<file path="src/inc/fpt_pkg.sv">
// Shared constants and carriers for the flat panel timing generator.
// Assumes the register port and the panel outputs share the panel dot clock.
package fpt_pkg;

  // Sequencer register indices
  localparam logic [7:0] IDX_H_TOTAL_LO       = 8'h60;
  localparam logic [7:0] IDX_H_SIZE_LO        = 8'h61;
  localparam logic [7:0] IDX_H_BLANK_START_LO = 8'h62;
  localparam logic [7:0] IDX_H_BLANK_END      = 8'h63;
  localparam logic [7:0] IDX_H_SYNC_START_LO  = 8'h64;
  localparam logic [7:0] IDX_H_SYNC_END       = 8'h65;
  localparam logic [7:0] IDX_H_OVERFLOW       = 8'h66;
  localparam logic [7:0] IDX_UNUSED           = 8'h67;
  localparam logic [7:0] IDX_V_TOTAL_LO       = 8'h68;
  localparam logic [7:0] IDX_V_SIZE_LO        = 8'h69;
  localparam logic [7:0] IDX_V_BLANK_START_LO = 8'h6a;
  localparam logic [7:0] IDX_V_BLANK_END      = 8'h6b;
  localparam logic [7:0] IDX_V_SYNC_START_LO  = 8'h6c;
  localparam logic [7:0] IDX_V_SYNC_END       = 8'h6d;
  localparam logic [7:0] IDX_V_OVERFLOW_ONE   = 8'h6e;
  localparam logic [7:0] IDX_V_OVERFLOW_TWO   = 8'h6f;
  localparam logic [3:0] IDX_BANK             = 4'h6;

  // Writable bits per slot; reserved bits store and read as zero
  localparam logic [15:0][7:0] WR_MASK = {
    8'h77, 8'h77, 8'h0f, 8'hff, 8'hff, 8'hff, 8'hff, 8'hff,
    8'h00, 8'h3f, 8'h9f, 8'hff, 8'h1f, 8'hff, 8'hff, 8'hff};
  // Every mapped slot must be written before the panel runs
  localparam logic [15:0]      ALL_LOADED = 16'hff7f;
  localparam logic [7:0]       REG_RESET  = 8'h00;

  // Horizontal overflow fields
  localparam int HOV_HTOTAL_MSB       = 0;
  localparam int HOV_HSIZE_MSB        = 1;
  localparam int HOV_HBLANK_START_MSB = 2;
  localparam int HOV_LONG_HBLANK      = 3;
  localparam int HOV_HSYNC_START_MSB  = 4;
  localparam int HOV_LONG_HSYNC       = 5;
  // Horizontal sync end fields
  localparam int HSE_HBLANK_END_MSB   = 7;
  localparam int HSE_FIELD_MSB        = 4;
  // Vertical overflow fields (low and high nibble groups)
  localparam int VOV_LO_LSB           = 0;
  localparam int VOV_HI_LSB           = 4;

  // Timing counts
  localparam logic [2:0] DOT_LAST      = 3'h7;  // 8 dots per character
  localparam logic [8:0] HTOTAL_ADJ    = 9'h004; // stored value is chars - 5
  localparam logic [10:0] VTOTAL_ADJ   = 11'h001; // stored value is lines - 2
  localparam logic [10:0] VSYNC_ADJ    = 11'h001; // stored value is line - 1
  localparam logic [6:0] LONG_HBLANK_CHARS = 7'h40;
  localparam logic [5:0] LONG_HSYNC_CHARS  = 6'h20;

  typedef struct packed {
    logic       wr;
    logic       rd;
    logic [7:0] index;
    logic [7:0] wrData;
  } fpt_reg_req_s;

  typedef struct packed {
    logic hBlank;
    logic linePulse;
    logic vBlank;
    logic frameMarkerPulse;
  } fpt_panel_s;

endpackage

</file>
<file path="src/hw/fpt_reg_file.sv">
// Indexed timing register store for the flat panel timing generator.
// Assumes requests are synchronous to ref_clk, one access per cycle.
`timescale 1ns/1ns
`default_nettype none
module fpt_reg_file (
  // Clock and reset
  input  wire logic                    ref_clk,
  input  wire logic                    nrst,
  // Register port
  input  wire fpt_pkg::fpt_reg_req_s   req,
  output var  logic [7:0]              rdData,
  // Contents to the timing logic
  output var  logic [15:0][7:0]        regs,
  output var  logic [15:0]             loaded
);
  import fpt_pkg::*;

  logic       hit;
  logic [3:0] slot;

  assign slot = req.index[3:0];
  assign hit  = (req.index[7:4] == IDX_BANK) && (req.index != IDX_UNUSED);

  always_ff @(posedge ref_clk or negedge nrst) begin
    if (!nrst) begin
      regs <= {16{REG_RESET}};
    end else if (req.wr && hit) begin
      regs[slot] <= req.wrData & WR_MASK[slot];
    end
  end

  always_ff @(posedge ref_clk or negedge nrst) begin
    if (!nrst) begin
      loaded <= '0;
    end else if (req.wr && hit) begin
      loaded[slot] <= 1'b1;
    end
  end

  // Unmapped indices read zero
  always_ff @(posedge ref_clk or negedge nrst) begin
    if (!nrst) begin
      rdData <= 8'h00;
    end else if (req.rd) begin
      rdData <= hit ? regs[slot] : 8'h00;
    end
  end

endmodule
`default_nettype wire

</file>
<file path="src/hw/fpt_timing_gen.sv">
// Flat panel timing generator: character and scan line counters, blank and sync.
// Assumes ref_clk is the panel dot clock and software loads every timing register.
//
// Functional notes
// - Line length is horizontal total plus 5 character clocks.
// - Character counter advances once per 8 dot clocks in every mode.
// - Horizontal panel size holds horizontal resolution in characters minus one.
// - Horizontal blank starts when character count equals 9-bit blank start.
// - Horizontal blank ends when count low six bits match 6-bit blank end.
// - Line pulse starts at 9-bit sync start, bit eight from overflow.
// - Line pulse ends when count low five bits match sync end.
// - Horizontal overflow carries bit eight of total, size and blank start.
// - Timing values apply unchanged regardless of compensation or expansion.
// - Frame length is vertical total plus 2 lines, upper bits from overflow.
// - Vertical panel size holds vertical resolution in lines minus one.
// - Vertical blank starts at 11-bit vertical blank start line.
// - Vertical blank ends when line low eight bits match blank end.
// - Frame marker starts on line one past 11-bit sync start.
// - Frame marker ends when line low four bits match sync end.
`timescale 1ns/1ns
`default_nettype none
module fpt_timing_gen (
  // Clock and reset
  input  wire logic                    ref_clk,
  input  wire logic                    nrst,
  // Register port
  input  wire fpt_pkg::fpt_reg_req_s   regReq,
  output var  logic [7:0]              regRdData,
  // Panel timing
  output var  fpt_pkg::fpt_panel_s     panelOut,
  output var  logic [10:0]             panelHSize,
  output var  logic [10:0]             panelVSize
);
  import fpt_pkg::*;

  logic [15:0][7:0] regs;
  logic [15:0]      loaded;
  logic             ready;
  logic [2:0]       dotCnt;
  logic [8:0]       hCnt;
  logic [10:0]      vCnt;
  logic [6:0]       hbRun;
  logic [5:0]       hsRun;
  logic             charTick;
  logic             lineEnd;
  logic             frameEnd;
  logic             hBlank;
  logic             linePulse;
  logic             vBlank;
  logic             frameMarkerPulse;

  // Decoded settings
  logic [8:0]  hTotal;
  logic [8:0]  hSize;
  logic [8:0]  hBlankStart;
  logic [5:0]  hBlankEnd;
  logic [8:0]  hSyncStart;
  logic [4:0]  hSyncEnd;
  logic        longHBlank;
  logic        longHSync;
  logic [10:0] vTotal;
  logic [10:0] vSize;
  logic [10:0] vBlankStart;
  logic [7:0]  vBlankEnd;
  logic [10:0] vSyncStart;
  logic [3:0]  vSyncEnd;
  logic [7:0]  hOv;
  logic [7:0]  hSe;
  logic [7:0]  vOvOne;
  logic [7:0]  vOvTwo;

  fpt_reg_file u_regs (
    .ref_clk (ref_clk),
    .nrst    (nrst),
    .req     (regReq),
    .rdData  (regRdData),
    .regs    (regs),
    .loaded  (loaded)
  );

  // Bytes that hold bits of several settings
  always_comb begin
    hOv    = regs[IDX_H_OVERFLOW[3:0]];
    hSe    = regs[IDX_H_SYNC_END[3:0]];
    vOvOne = regs[IDX_V_OVERFLOW_ONE[3:0]];
    vOvTwo = regs[IDX_V_OVERFLOW_TWO[3:0]];
  end

  // No compensation or expansion input exists; values are used as stored
  always_comb begin
    hTotal      = {hOv[HOV_HTOTAL_MSB], regs[IDX_H_TOTAL_LO[3:0]]};
    hSize       = {hOv[HOV_HSIZE_MSB], regs[IDX_H_SIZE_LO[3:0]]};
    hBlankStart = {hOv[HOV_HBLANK_START_MSB], regs[IDX_H_BLANK_START_LO[3:0]]};
    hBlankEnd   = {hSe[HSE_HBLANK_END_MSB], regs[IDX_H_BLANK_END[3:0]][4:0]};
    hSyncStart  = {hOv[HOV_HSYNC_START_MSB], regs[IDX_H_SYNC_START_LO[3:0]]};
    hSyncEnd    = hSe[HSE_FIELD_MSB:0];
    longHBlank  = hOv[HOV_LONG_HBLANK];
    longHSync   = hOv[HOV_LONG_HSYNC];
    vTotal      = {vOvOne[VOV_LO_LSB +: 3], regs[IDX_V_TOTAL_LO[3:0]]};
    vSize       = {vOvOne[VOV_HI_LSB +: 3], regs[IDX_V_SIZE_LO[3:0]]};
    vBlankStart = {vOvTwo[VOV_LO_LSB +: 3], regs[IDX_V_BLANK_START_LO[3:0]]};
    vBlankEnd   = regs[IDX_V_BLANK_END[3:0]];
    vSyncStart  = {vOvTwo[VOV_HI_LSB +: 3], regs[IDX_V_SYNC_START_LO[3:0]]};
    vSyncEnd    = regs[IDX_V_SYNC_END[3:0]][3:0];
  end

  // Registers reset to zero, not to usable timing, so the panel waits for a full load
  always_ff @(posedge ref_clk or negedge nrst) begin
    if (!nrst) begin
      ready <= 1'b0;
    end else if ((loaded & ALL_LOADED) == ALL_LOADED) begin
      ready <= 1'b1;
    end
  end

  assign charTick = ready && (dotCnt == DOT_LAST);
  assign lineEnd  = charTick && (hCnt == hTotal + HTOTAL_ADJ);
  assign frameEnd = lineEnd && (vCnt == vTotal + VTOTAL_ADJ);
  // One flop per line, each in its own process, gathered into the struct
  assign panelOut = {hBlank, linePulse, vBlank, frameMarkerPulse};

  always_ff @(posedge ref_clk or negedge nrst) begin
    if (!nrst) begin
      dotCnt <= 3'h0;
    end else if (ready) begin
      dotCnt <= dotCnt + 3'h1;
    end
  end

  always_ff @(posedge ref_clk or negedge nrst) begin
    if (!nrst) begin
      hCnt <= 9'h000;
    end else if (lineEnd) begin
      hCnt <= 9'h000;
    end else if (charTick) begin
      hCnt <= hCnt + 9'h001;
    end
  end

  always_ff @(posedge ref_clk or negedge nrst) begin
    if (!nrst) begin
      vCnt <= 11'h000;
    end else if (frameEnd) begin
      vCnt <= 11'h000;
    end else if (lineEnd) begin
      vCnt <= vCnt + 11'h001;
    end
  end

  // Panel size readback for the display path, as programmed
  always_ff @(posedge ref_clk or negedge nrst) begin
    if (!nrst) begin
      panelHSize <= 11'h000;
      panelVSize <= 11'h000;
    end else begin
      panelHSize <= {2'b00, hSize};
      panelVSize <= vSize;
    end
  end

  logic hbStartHit;
  logic hbEndHit;
  logic hsStartHit;
  logic hsEndHit;
  assign hbStartHit = (hCnt == hBlankStart);
  // A 6-bit end value would match early in a long blank; the flag arms it late
  assign hbEndHit   = (hCnt[5:0] == hBlankEnd) &&
                      (!longHBlank || hbRun >= LONG_HBLANK_CHARS);
  assign hsStartHit = (hCnt == hSyncStart);
  assign hsEndHit   = (hCnt[4:0] == hSyncEnd) &&
                      (!longHSync || hsRun >= LONG_HSYNC_CHARS);

  always_ff @(posedge ref_clk or negedge nrst) begin
    if (!nrst) begin
      hBlank <= 1'b0;
    end else if (!ready) begin
      hBlank <= 1'b0;
    end else if (hbStartHit) begin
      hBlank <= 1'b1;
    end else if (hbEndHit) begin
      hBlank <= 1'b0;
    end
  end

  // Characters elapsed since blank start, saturating
  always_ff @(posedge ref_clk or negedge nrst) begin
    if (!nrst) begin
      hbRun <= 7'h00;
    end else if (!panelOut.hBlank) begin
      hbRun <= 7'h00;
    end else if (charTick && hbRun != 7'h7f) begin
      hbRun <= hbRun + 7'h01;
    end
  end

  always_ff @(posedge ref_clk or negedge nrst) begin
    if (!nrst) begin
      linePulse <= 1'b0;
    end else if (!ready) begin
      linePulse <= 1'b0;
    end else if (hsStartHit) begin
      linePulse <= 1'b1;
    end else if (hsEndHit) begin
      linePulse <= 1'b0;
    end
  end

  always_ff @(posedge ref_clk or negedge nrst) begin
    if (!nrst) begin
      hsRun <= 6'h00;
    end else if (!panelOut.linePulse) begin
      hsRun <= 6'h00;
    end else if (charTick && hsRun != 6'h3f) begin
      hsRun <= hsRun + 6'h01;
    end
  end

  // Vertical state follows the line counter, which only moves at line end
  always_ff @(posedge ref_clk or negedge nrst) begin
    if (!nrst) begin
      vBlank <= 1'b0;
    end else if (!ready) begin
      vBlank <= 1'b0;
    end else if (vCnt == vBlankStart) begin
      vBlank <= 1'b1;
    end else if (vCnt[7:0] == vBlankEnd) begin
      vBlank <= 1'b0;
    end
  end

  always_ff @(posedge ref_clk or negedge nrst) begin
    if (!nrst) begin
      frameMarkerPulse <= 1'b0;
    end else if (!ready) begin
      frameMarkerPulse <= 1'b0;
    end else if (vCnt == vSyncStart + VSYNC_ADJ) begin
      frameMarkerPulse <= 1'b1;
    end else if (vCnt[3:0] == vSyncEnd) begin
      frameMarkerPulse <= 1'b0;
    end
  end

  // Checks
  a_dot_wrap: assert property (@(posedge ref_clk) disable iff (!nrst)
    ready && dotCnt == DOT_LAST |=> (dotCnt == 3'h0 && $changed(hCnt)) || hCnt == 9'h000)
    else $error("character counter did not step after 8 dots");

  a_h_hold: assert property (@(posedge ref_clk) disable iff (!nrst)
    dotCnt != DOT_LAST |=> $stable(hCnt))
    else $error("character counter moved mid character");

  a_h_step: assert property (@(posedge ref_clk) disable iff (!nrst)
    charTick && !lineEnd |=> hCnt == $past(hCnt) + 9'h001)
    else $error("character counter did not advance");

  a_h_wrap: assert property (@(posedge ref_clk) disable iff (!nrst)
    charTick && hCnt == hTotal + HTOTAL_ADJ && $stable(hTotal) |=> hCnt == 9'h000)
    else $error("character counter missed line total");

  a_v_hold: assert property (@(posedge ref_clk) disable iff (!nrst)
    !lineEnd |=> $stable(vCnt))
    else $error("line counter moved mid line");

  a_v_step: assert property (@(posedge ref_clk) disable iff (!nrst)
    lineEnd && !frameEnd |=> vCnt == $past(vCnt) + 11'h001)
    else $error("line counter did not advance");

  a_v_wrap: assert property (@(posedge ref_clk) disable iff (!nrst)
    lineEnd && vCnt == vTotal + VTOTAL_ADJ |=> vCnt == 11'h000)
    else $error("line counter missed frame total");

  a_hsize_out: assert property (@(posedge ref_clk) disable iff (!nrst)
    1'b1 |=> panelHSize == {2'b00, $past(hSize)})
    else $error("horizontal size output differs from setting");

  a_vsize_out: assert property (@(posedge ref_clk) disable iff (!nrst)
    1'b1 |=> panelVSize == $past(vSize))
    else $error("vertical size output differs from setting");

  a_hblank_start: assert property (@(posedge ref_clk) disable iff (!nrst)
    ready && hCnt == hBlankStart |=> panelOut.hBlank)
    else $error("horizontal blank did not start");

  a_hblank_end: assert property (@(posedge ref_clk) disable iff (!nrst)
    ready && !hbStartHit && hCnt[5:0] == hBlankEnd && !longHBlank |=> !panelOut.hBlank)
    else $error("horizontal blank did not end");

  a_long_hblank: assert property (@(posedge ref_clk) disable iff (!nrst)
    ready && !hbStartHit && longHBlank && hbRun < LONG_HBLANK_CHARS && panelOut.hBlank
    |=> panelOut.hBlank)
    else $error("long horizontal blank ended early");

  a_hb_run_clear: assert property (@(posedge ref_clk) disable iff (!nrst)
    !panelOut.hBlank |=> hbRun == 7'h00)
    else $error("blank length count not cleared");

  a_hb_hold: assert property (@(posedge ref_clk) disable iff (!nrst)
    ready && !hbStartHit && !hbEndHit |=> $stable(panelOut.hBlank))
    else $error("horizontal blank changed without a match");

  a_lp_start: assert property (@(posedge ref_clk) disable iff (!nrst)
    ready && hCnt == hSyncStart |=> panelOut.linePulse)
    else $error("line pulse did not start");

  a_lp_end: assert property (@(posedge ref_clk) disable iff (!nrst)
    ready && !hsStartHit && hCnt[4:0] == hSyncEnd && !longHSync |=> !panelOut.linePulse)
    else $error("line pulse did not end");

  a_long_hsync: assert property (@(posedge ref_clk) disable iff (!nrst)
    ready && !hsStartHit && longHSync && hsRun < LONG_HSYNC_CHARS && panelOut.linePulse
    |=> panelOut.linePulse)
    else $error("long line pulse ended early");

  a_lp_hold: assert property (@(posedge ref_clk) disable iff (!nrst)
    ready && !hsStartHit && !hsEndHit |=> $stable(panelOut.linePulse))
    else $error("line pulse changed without a match");

  a_vblank_edge: assert property (@(posedge ref_clk) disable iff (!nrst)
    ready && vCnt == vBlankStart |=> panelOut.vBlank)
    else $error("vertical blank did not start");

  a_vblank_end: assert property (@(posedge ref_clk) disable iff (!nrst)
    ready && vCnt != vBlankStart && vCnt[7:0] == vBlankEnd |=> !panelOut.vBlank)
    else $error("vertical blank did not end");

  a_vb_hold: assert property (@(posedge ref_clk) disable iff (!nrst)
    ready && vCnt != vBlankStart && vCnt[7:0] != vBlankEnd |=> $stable(panelOut.vBlank))
    else $error("vertical blank changed without a match");

  a_fm_start: assert property (@(posedge ref_clk) disable iff (!nrst)
    ready && vCnt == vSyncStart + VSYNC_ADJ |=> panelOut.frameMarkerPulse)
    else $error("frame marker did not start");

  a_fm_end: assert property (@(posedge ref_clk) disable iff (!nrst)
    ready && vCnt != vSyncStart + VSYNC_ADJ && vCnt[3:0] == vSyncEnd
    |=> !panelOut.frameMarkerPulse)
    else $error("frame marker did not end");

  a_fm_hold: assert property (@(posedge ref_clk) disable iff (!nrst)
    ready && vCnt != vSyncStart + VSYNC_ADJ && vCnt[3:0] != vSyncEnd
    |=> $stable(panelOut.frameMarkerPulse))
    else $error("frame marker changed without a match");

  a_dot_idle: assert property (@(posedge ref_clk) disable iff (!nrst)
    !ready |=> $stable(dotCnt))
    else $error("dot counter ran before load");

  a_ready_stays: assert property (@(posedge ref_clk) disable iff (!nrst)
    ready |=> ready)
    else $error("load state dropped without reset");

  a_idle_quiet: assert property (@(posedge ref_clk) disable iff (!nrst)
    !ready |=> panelOut == '0)
    else $error("panel output active before load");

endmodule
`default_nettype wire

</file>
<file path="config.mk">
export PLATFORM = sky130hd
export DESIGN_NAME = fpt_timing_gen
export DESIGN_NICKNAME = d
export VERILOG_FILES = /design/src/inc/fpt_pkg.sv /design/src/hw/fpt_reg_file.sv /design/src/hw/fpt_timing_gen.sv
export SDC_FILE = /design/constraint.sdc
export NUM_CORES = 1
export LEC_CHECK = 0
export BUFFER_PORTS_ARGS = -buffer_cell sky130_fd_sc_hd__buf_2
export CELL_PAD_IN_SITES_DETAIL_PLACEMENT = 1
export CELL_PAD_IN_SITES_GLOBAL_PLACEMENT = 1
export CORE_MARGIN = 3
export CORE_UTILIZATION = 25
export DETAILED_ROUTE_END_ITERATION = 6
export HOLD_SLACK_MARGIN = 0.08
export PLACE_DENSITY = 0.5
export REMOVE_ABC_BUFFERS = 1
export SLEW_MARGIN = 40
export SYNTH_ARGS = -nofsm -noshare
export SYNTH_HDL_FRONTEND = slang
export SYNTH_SLANG_ARGS = --single-unit
</file>
<file path="constraint.sdc">
create_clock -name ref_clk -period 2.7 [get_ports ref_clk]
set_input_delay 0.27 -clock ref_clk [delete_from_list [all_inputs] [get_ports ref_clk]]
set_output_delay 0.27 -clock ref_clk [all_outputs]
set_load 0.01 [all_outputs]
</file>
* Word-level counts from Yosys, hierarchy flattened *
Memories as Yosys holds them, arrays and structs flattened.
Cells that the tools add are included.

operators by class
  mux-type cells = 29
  magnitude comparators = 4
  reductions and logical operators = 16
  eq/ne operators = 22
  $add $sub $neg = 8
  bitwise operators = 2

operator list
  cell                                                    number
  bitwise mux 128 bit                                     1
  adder 11 x 1 -> 11 bit (second input constant)          3
  equality test 11 bit                                    3
  binary-select mux 8 bit (select 4 bit)                  1
  demux 8 bit (select 4 bit)                              1
  2-to-1 mux 8 bit                                        4
  equality test 9 bit                                     3
  2-to-1 mux 11 bit                                       2
  2-to-1 mux 9 bit                                        2
  bitwise OR 16 bit                                       1
  equality test 15 bit (second input constant)            1
  2-to-1 mux 7 bit                                        2
  2-to-1 mux 1 bit                                        13
  2-to-1 mux 6 bit                                        2
  inequality test 3 x 1 -> 1 bit (second input constant)  4
  logical AND 1 bit                                       10
  adder 9 x 1 -> 9 bit (second input constant)            1
  adder 9 x 3 -> 9 bit (second input constant)            1
  bitwise AND 8 bit                                       1
  equality test 8 bit                                     1
  inequality test 8 x 7 -> 1 bit (second input constant)  1
  adder 7 x 1 -> 7 bit (second input constant)            1
  >= comparator 7 bit (second input constant)             1
  inequality test 7 bit (second input constant)           1
  16 further kinds                                        20

word-level totals
  input bits = 20
  register bits = 213
  memories kept = 1
  output and inout bits = 34
  memory bits (read-only) = 128

memory list
  memory           depth  width  read ports  clocked after memory_dff  wr ports  RTL line            text
  (no name shown)  16     8      1           0                         0         fpt_reg_file.sv:28  regs[slot] <= req.wrData & WR_MASK[slot];

* Logic depth before layout (Yosys ltp) *
  depth in word-level cells = 6
  mapped depth = 9
  mapped depth without buffers = 8

* Modules after synthesis *
From an unflattened synthesis, not the netlist that was laid out.

second synthesis, totals
  cells, all modules = 949
  area total of the unflattened synthesis = 10,940.5 um2

modules (own cells, without submodules)
  module          area an instance (um2)  instances  cells an instance
  fpt_reg_file    6,814.0                 1          506
  fpt_timing_gen  4,126.5                 1          443

* Worst setup path before layout *
No wires, ideal clock.

  kind = register -> register
  start point = register u_regs.regs[2] in the netlist's numbering
  end point = register vCnt[1]
  path buffers = 2
  arrival = 2.192 ns
  path slack = 0.434 ns
  period minus slack after synthesis = 2.266 ns
  stages on the path, launching flop included = 10
  cells stage by stage = dfrtp_1 ha_1 buf_2 xor3_1 or4_1 nand4_1 and4_1 buf_2 nand2_1 o21ai_2

between the ends
  cells in the longest elaborated chain, start to end = 5

ends and longest elaborated chain
  element                                                  RTL line               text
  start, declared                                          fpt_reg_file.sv:13     output var logic [15:0][7:0] regs,
  start signal, assigned                                   fpt_reg_file.sv:26     regs <= {16{REG_RESET}};
  start signal, assigned by index                          fpt_reg_file.sv:28
  adder 9 x 3 -> 9 bit *                                   fpt_timing_gen.sv:117  assign lineEnd = charTick && (hCnt == hTotal + HTOTAL_ADJ);
  equality test 9 bit *                                    fpt_timing_gen.sv:117
  logical AND 1 bit *                                      fpt_timing_gen.sv:117
  logical AND 1 bit                                        fpt_timing_gen.sv:118  assign frameEnd = lineEnd && (vCnt == vTotal + VTOTAL_ADJ);
  2-to-1 mux 11 bit or nonzero test 2 bit (tied branches)  n/a
  end signal, assigned                                     fpt_timing_gen.sv:146  vCnt <= vCnt + 11'h001;
  end, declared                                            fpt_timing_gen.sv:41   logic [10:0] vCnt;

Every way passes the cells marked *; elsewhere a longest branch is shown, timed or not.
A chain may end at the register's enable or synchronous reset.

* Worst setup path after layout *
  start point = register u_regs.regs[2] in the netlist's numbering
  end point = register vCnt[6]

Same word-level chain as after synthesis.

==> results.yml <==
die:
  start_util_pct: 25.5
  die_w_um: 214
  ios: 54
  die_area_um2: 45600
  dieHeight_um: 214
  row_count: 75
  core_area_um2: 42200
worst_setup_path:
  cp_cell_sequence: "ha_1 > xor3_1 > or4_1 > nand4_1 > and4_1 > buf_4 > nand2b_1 > o21ai_2"
  cp.arrival_ns: 2.87
  crit_path_start_kind: "flip-flop"
  critical_path_peak_fanout: 7
  max_stage_delay_ns: 0.40
  cp_slowest_cell: "or4_1"
  path_class: "flip-flop to flip-flop"
  critical_path_required_ns: 3.14
  crit_path_end_kind: "flip-flop"
global_routing:
  grt_pass1_vias: 7968
  grt_pass1_wl_um: 52400
  antenna_found_initial: 0
  grtUsageTotal_pct: 15.3
  grt_overflow: 0
  grt_max_degree: 80
clock_network:
  htreeDepth: 1
  clock_latency_ns: 0.56
  cts_buffer_depth: 3
  cts_buffers: 27
  cts.sinks: 212
  cts_tree: "built"
  post_cts_buffers: 0
  clk_pin_slew_ns: 0.06
  cts-root-buf: "clkbuf_16"
synthesis:
  ys_async_sr_fraction_pct: 100
  yosys_most_used_dff: "dfrtp_1"
  ys_warn_count: 0
  muxShareOfSynthArea_pct: 16.6
  synth_simple_gate_area_share_pct: 13.6
  ys_seq_area_share_pct: 49.3
  netlist_area_um2: 10800
  synth_top_family_by_area: "multiplexers"
  synth_compound_area_share_pct: 7.31
  synthAdderAreaFrac_pct: 1.16
  synth.avg_cell_area_um2: 11.7
  yosys_register_bits: 212
  synth-xor-area-share_pct: 8.19
  ys_types: 71
  synth-edff-count: 0
  synthCells: 920
cells_and_area:
  areaGrowthSynthToFinish_pct: 18.4
  final_common_cell: "dfrtp_1"
  mostFrequentLayoutCells: "212 x dfrtp_1, 77 x mux2_2, 63 x nand2_1"
  drive_above_1_share_pct: 29.1
  diodes: 0
  area.sequential_um2: 5310
  fillerInstances: 4676
  final_util_pct: 30.2
  multi_input_area_um2: 5060
  nets: 1020
  final_area_um2: 12800
timing:
  finalCritPeriodShare_pct: 90.0
  worstMarginPinSlew_ns: 0.777
  finalCriticalPeriod_ns: 2.43
  relSlewSlack_pct: 47.7
  rsz0062_at_grt: "false"
  layout_setup_ws_ns: 0.269
  fin_worst_skew_ns: 0.0271
  timing.fmax_ghz: 0.411
  final-setup-viol-count: 0
  slew_viol_final: 0
  final_hold_viol_count: 0
  setup-tns-final_ns: 0
hold_path:
  hp-class: "primary input to flip-flop"
placed_design:
  dpl_cell_area_um2: 11900
  io_buffers: 51
  place.gp.congestion: 0.827
  dp_hpwl_um: 25300
  place_ws_ns: 0.146
detailed_routing:
  drt_iter0_markers: 447
  via_per_inst: 4.79
  wl_per_cell_um: 22.1
  ant_nets: 0
  vias: 7427
  drt_pass1_iterations: 4
  drt_wl_total_um: 34200
  drc: 0
power:
  powerDensity_nw_per_um2: 590
  leakage_nw: 5.98
  ir_worst_vdd_v: 0.000387
job:
  maxCapViolCount: 0
outcome:
  status: "finished clean"
## per-stage QoR
| step | instances | power, mW | hold WS [ns] |
|---|---|---|---|
| after floorplan | 855 | 3.67 | -0.0256 |
| after global placement | 1499 | 3.99 | 0.322 |
| after detailed placement | 1499 | 3.99 | 0.317 |
| after CTS | 1549 | 7.67 | 0.138 |
| after global routing | 1549 | 7.85 | 0.153 |
| final | 1549 | 7.53 | 0.156 |
## logic make-up after synthesis
| kind of cell | after synthesis |
|---|---|
| muxes | 119 |
| buffers and inverters | 94 |
| DFF | 212 |
| adders and majority gates | 10 |
| AOI/OAI and AO/OA | 118 |
| xor gates and xnor gates | 99 |
| and+or+nand+nor | 267 |
| other | 1 |
## critical path: cells and delay by family, from the launching register on
| kind | cells | cell delay (ns) |
|---|---|---|
| AND/OR/NAND/NOR | 4 | 1.02 |
| XOR/XNOR | 1 | 0.37 |
| AO/OA/AOI/OAI | 1 | 0.06 |
| adder cells (fa/ha/maj) | 1 | 0.30 |
| flip-flops | 1 | 0.38 |
| buffers and inverters | 1 | 0.19 |
## synth_stat cells, types with 26 or more instances
library cell	n	share of area [%]
dfrtp_1	212	49
mux2_2	77	8.1
nand2_1	63	2.2
xnor2_1	50	4.1
xor2_1	48	3.9
mux4_2	39	8.2
o21ai_0	39	1.8
clkbuf_1	31	1.1
nor2_1	31	1.1
inv_1	28	0.98
nor2b_1	28	1.6
nand3_1	26	1.2
## routing by layer
layer | vias up | part of all wire (%) | global-route usage, %
met2 | 117 | 49 | 25.8
met5 | - | 0 | 0
met4 | 0 | 2.5 | 3.56
li1 | 3408 | - | -
met1 | 3853 | 45 | 20.8
met3 | 49 | 3.8 | 2.30
## registers in the layout, indices dropped and copies added (netlist names)
signal and flops:
hbRun 7, hBlank 1, hsRun 6, linePulse 1
u_regs.regs 128, panelVSize 11, u_regs.rdData 8, vBlank 1
vCnt 11, u_regs.loaded 15, dotCnt 3, panelHSize 9
frameMarkerPulse 1, hCnt 9, ready 1
## what timing repair did
action,in CTS,in global routing
gates resized for setup,0,1
hold buffers,1,0
hold endpoints to repair,73,0
endpoints found under the setup margin,0,7
## power breakdown
group          internal, mW  total, mW  switching (mW)
logic                 0.235      0.540           0.304
clock network          2.17       3.60            1.44
registers              3.28       3.39           0.108
## final timing paths
| path | from | endpoint | slack, ns | cells past startpoint |
|---|---|---|---|---|
| worst max-delay path | u_regs.regs[2] | vCnt[6] | 0.27 | 8 |
| worst min-delay path | regReq[16] | u_regs.rdData[4] | 0.16 | 2 |
| worst max register to register | u_regs.regs[2] | vCnt[6] | 0.27 | 8 |
| worst min register to register | u_regs.regs[60] | u_regs.regs[60] | 0.37 | 0 |
| max in group asynchronous | nrst | panelHSize[1] | 1.63 | 3 |
| min in group asynchronous | nrst | u_regs.regs[118] | 0.29 | 2 |
## final cells by class
type	count	area share (%)
sequential	212	41.6
multi-input combinational	615	39.7
clock buffer	39	6.04
timing repair buffer	106	5.73
tap	539	5.29
clock inverter	10	0.863
inverter	28	0.824
(Power assumes the default switching activity.)
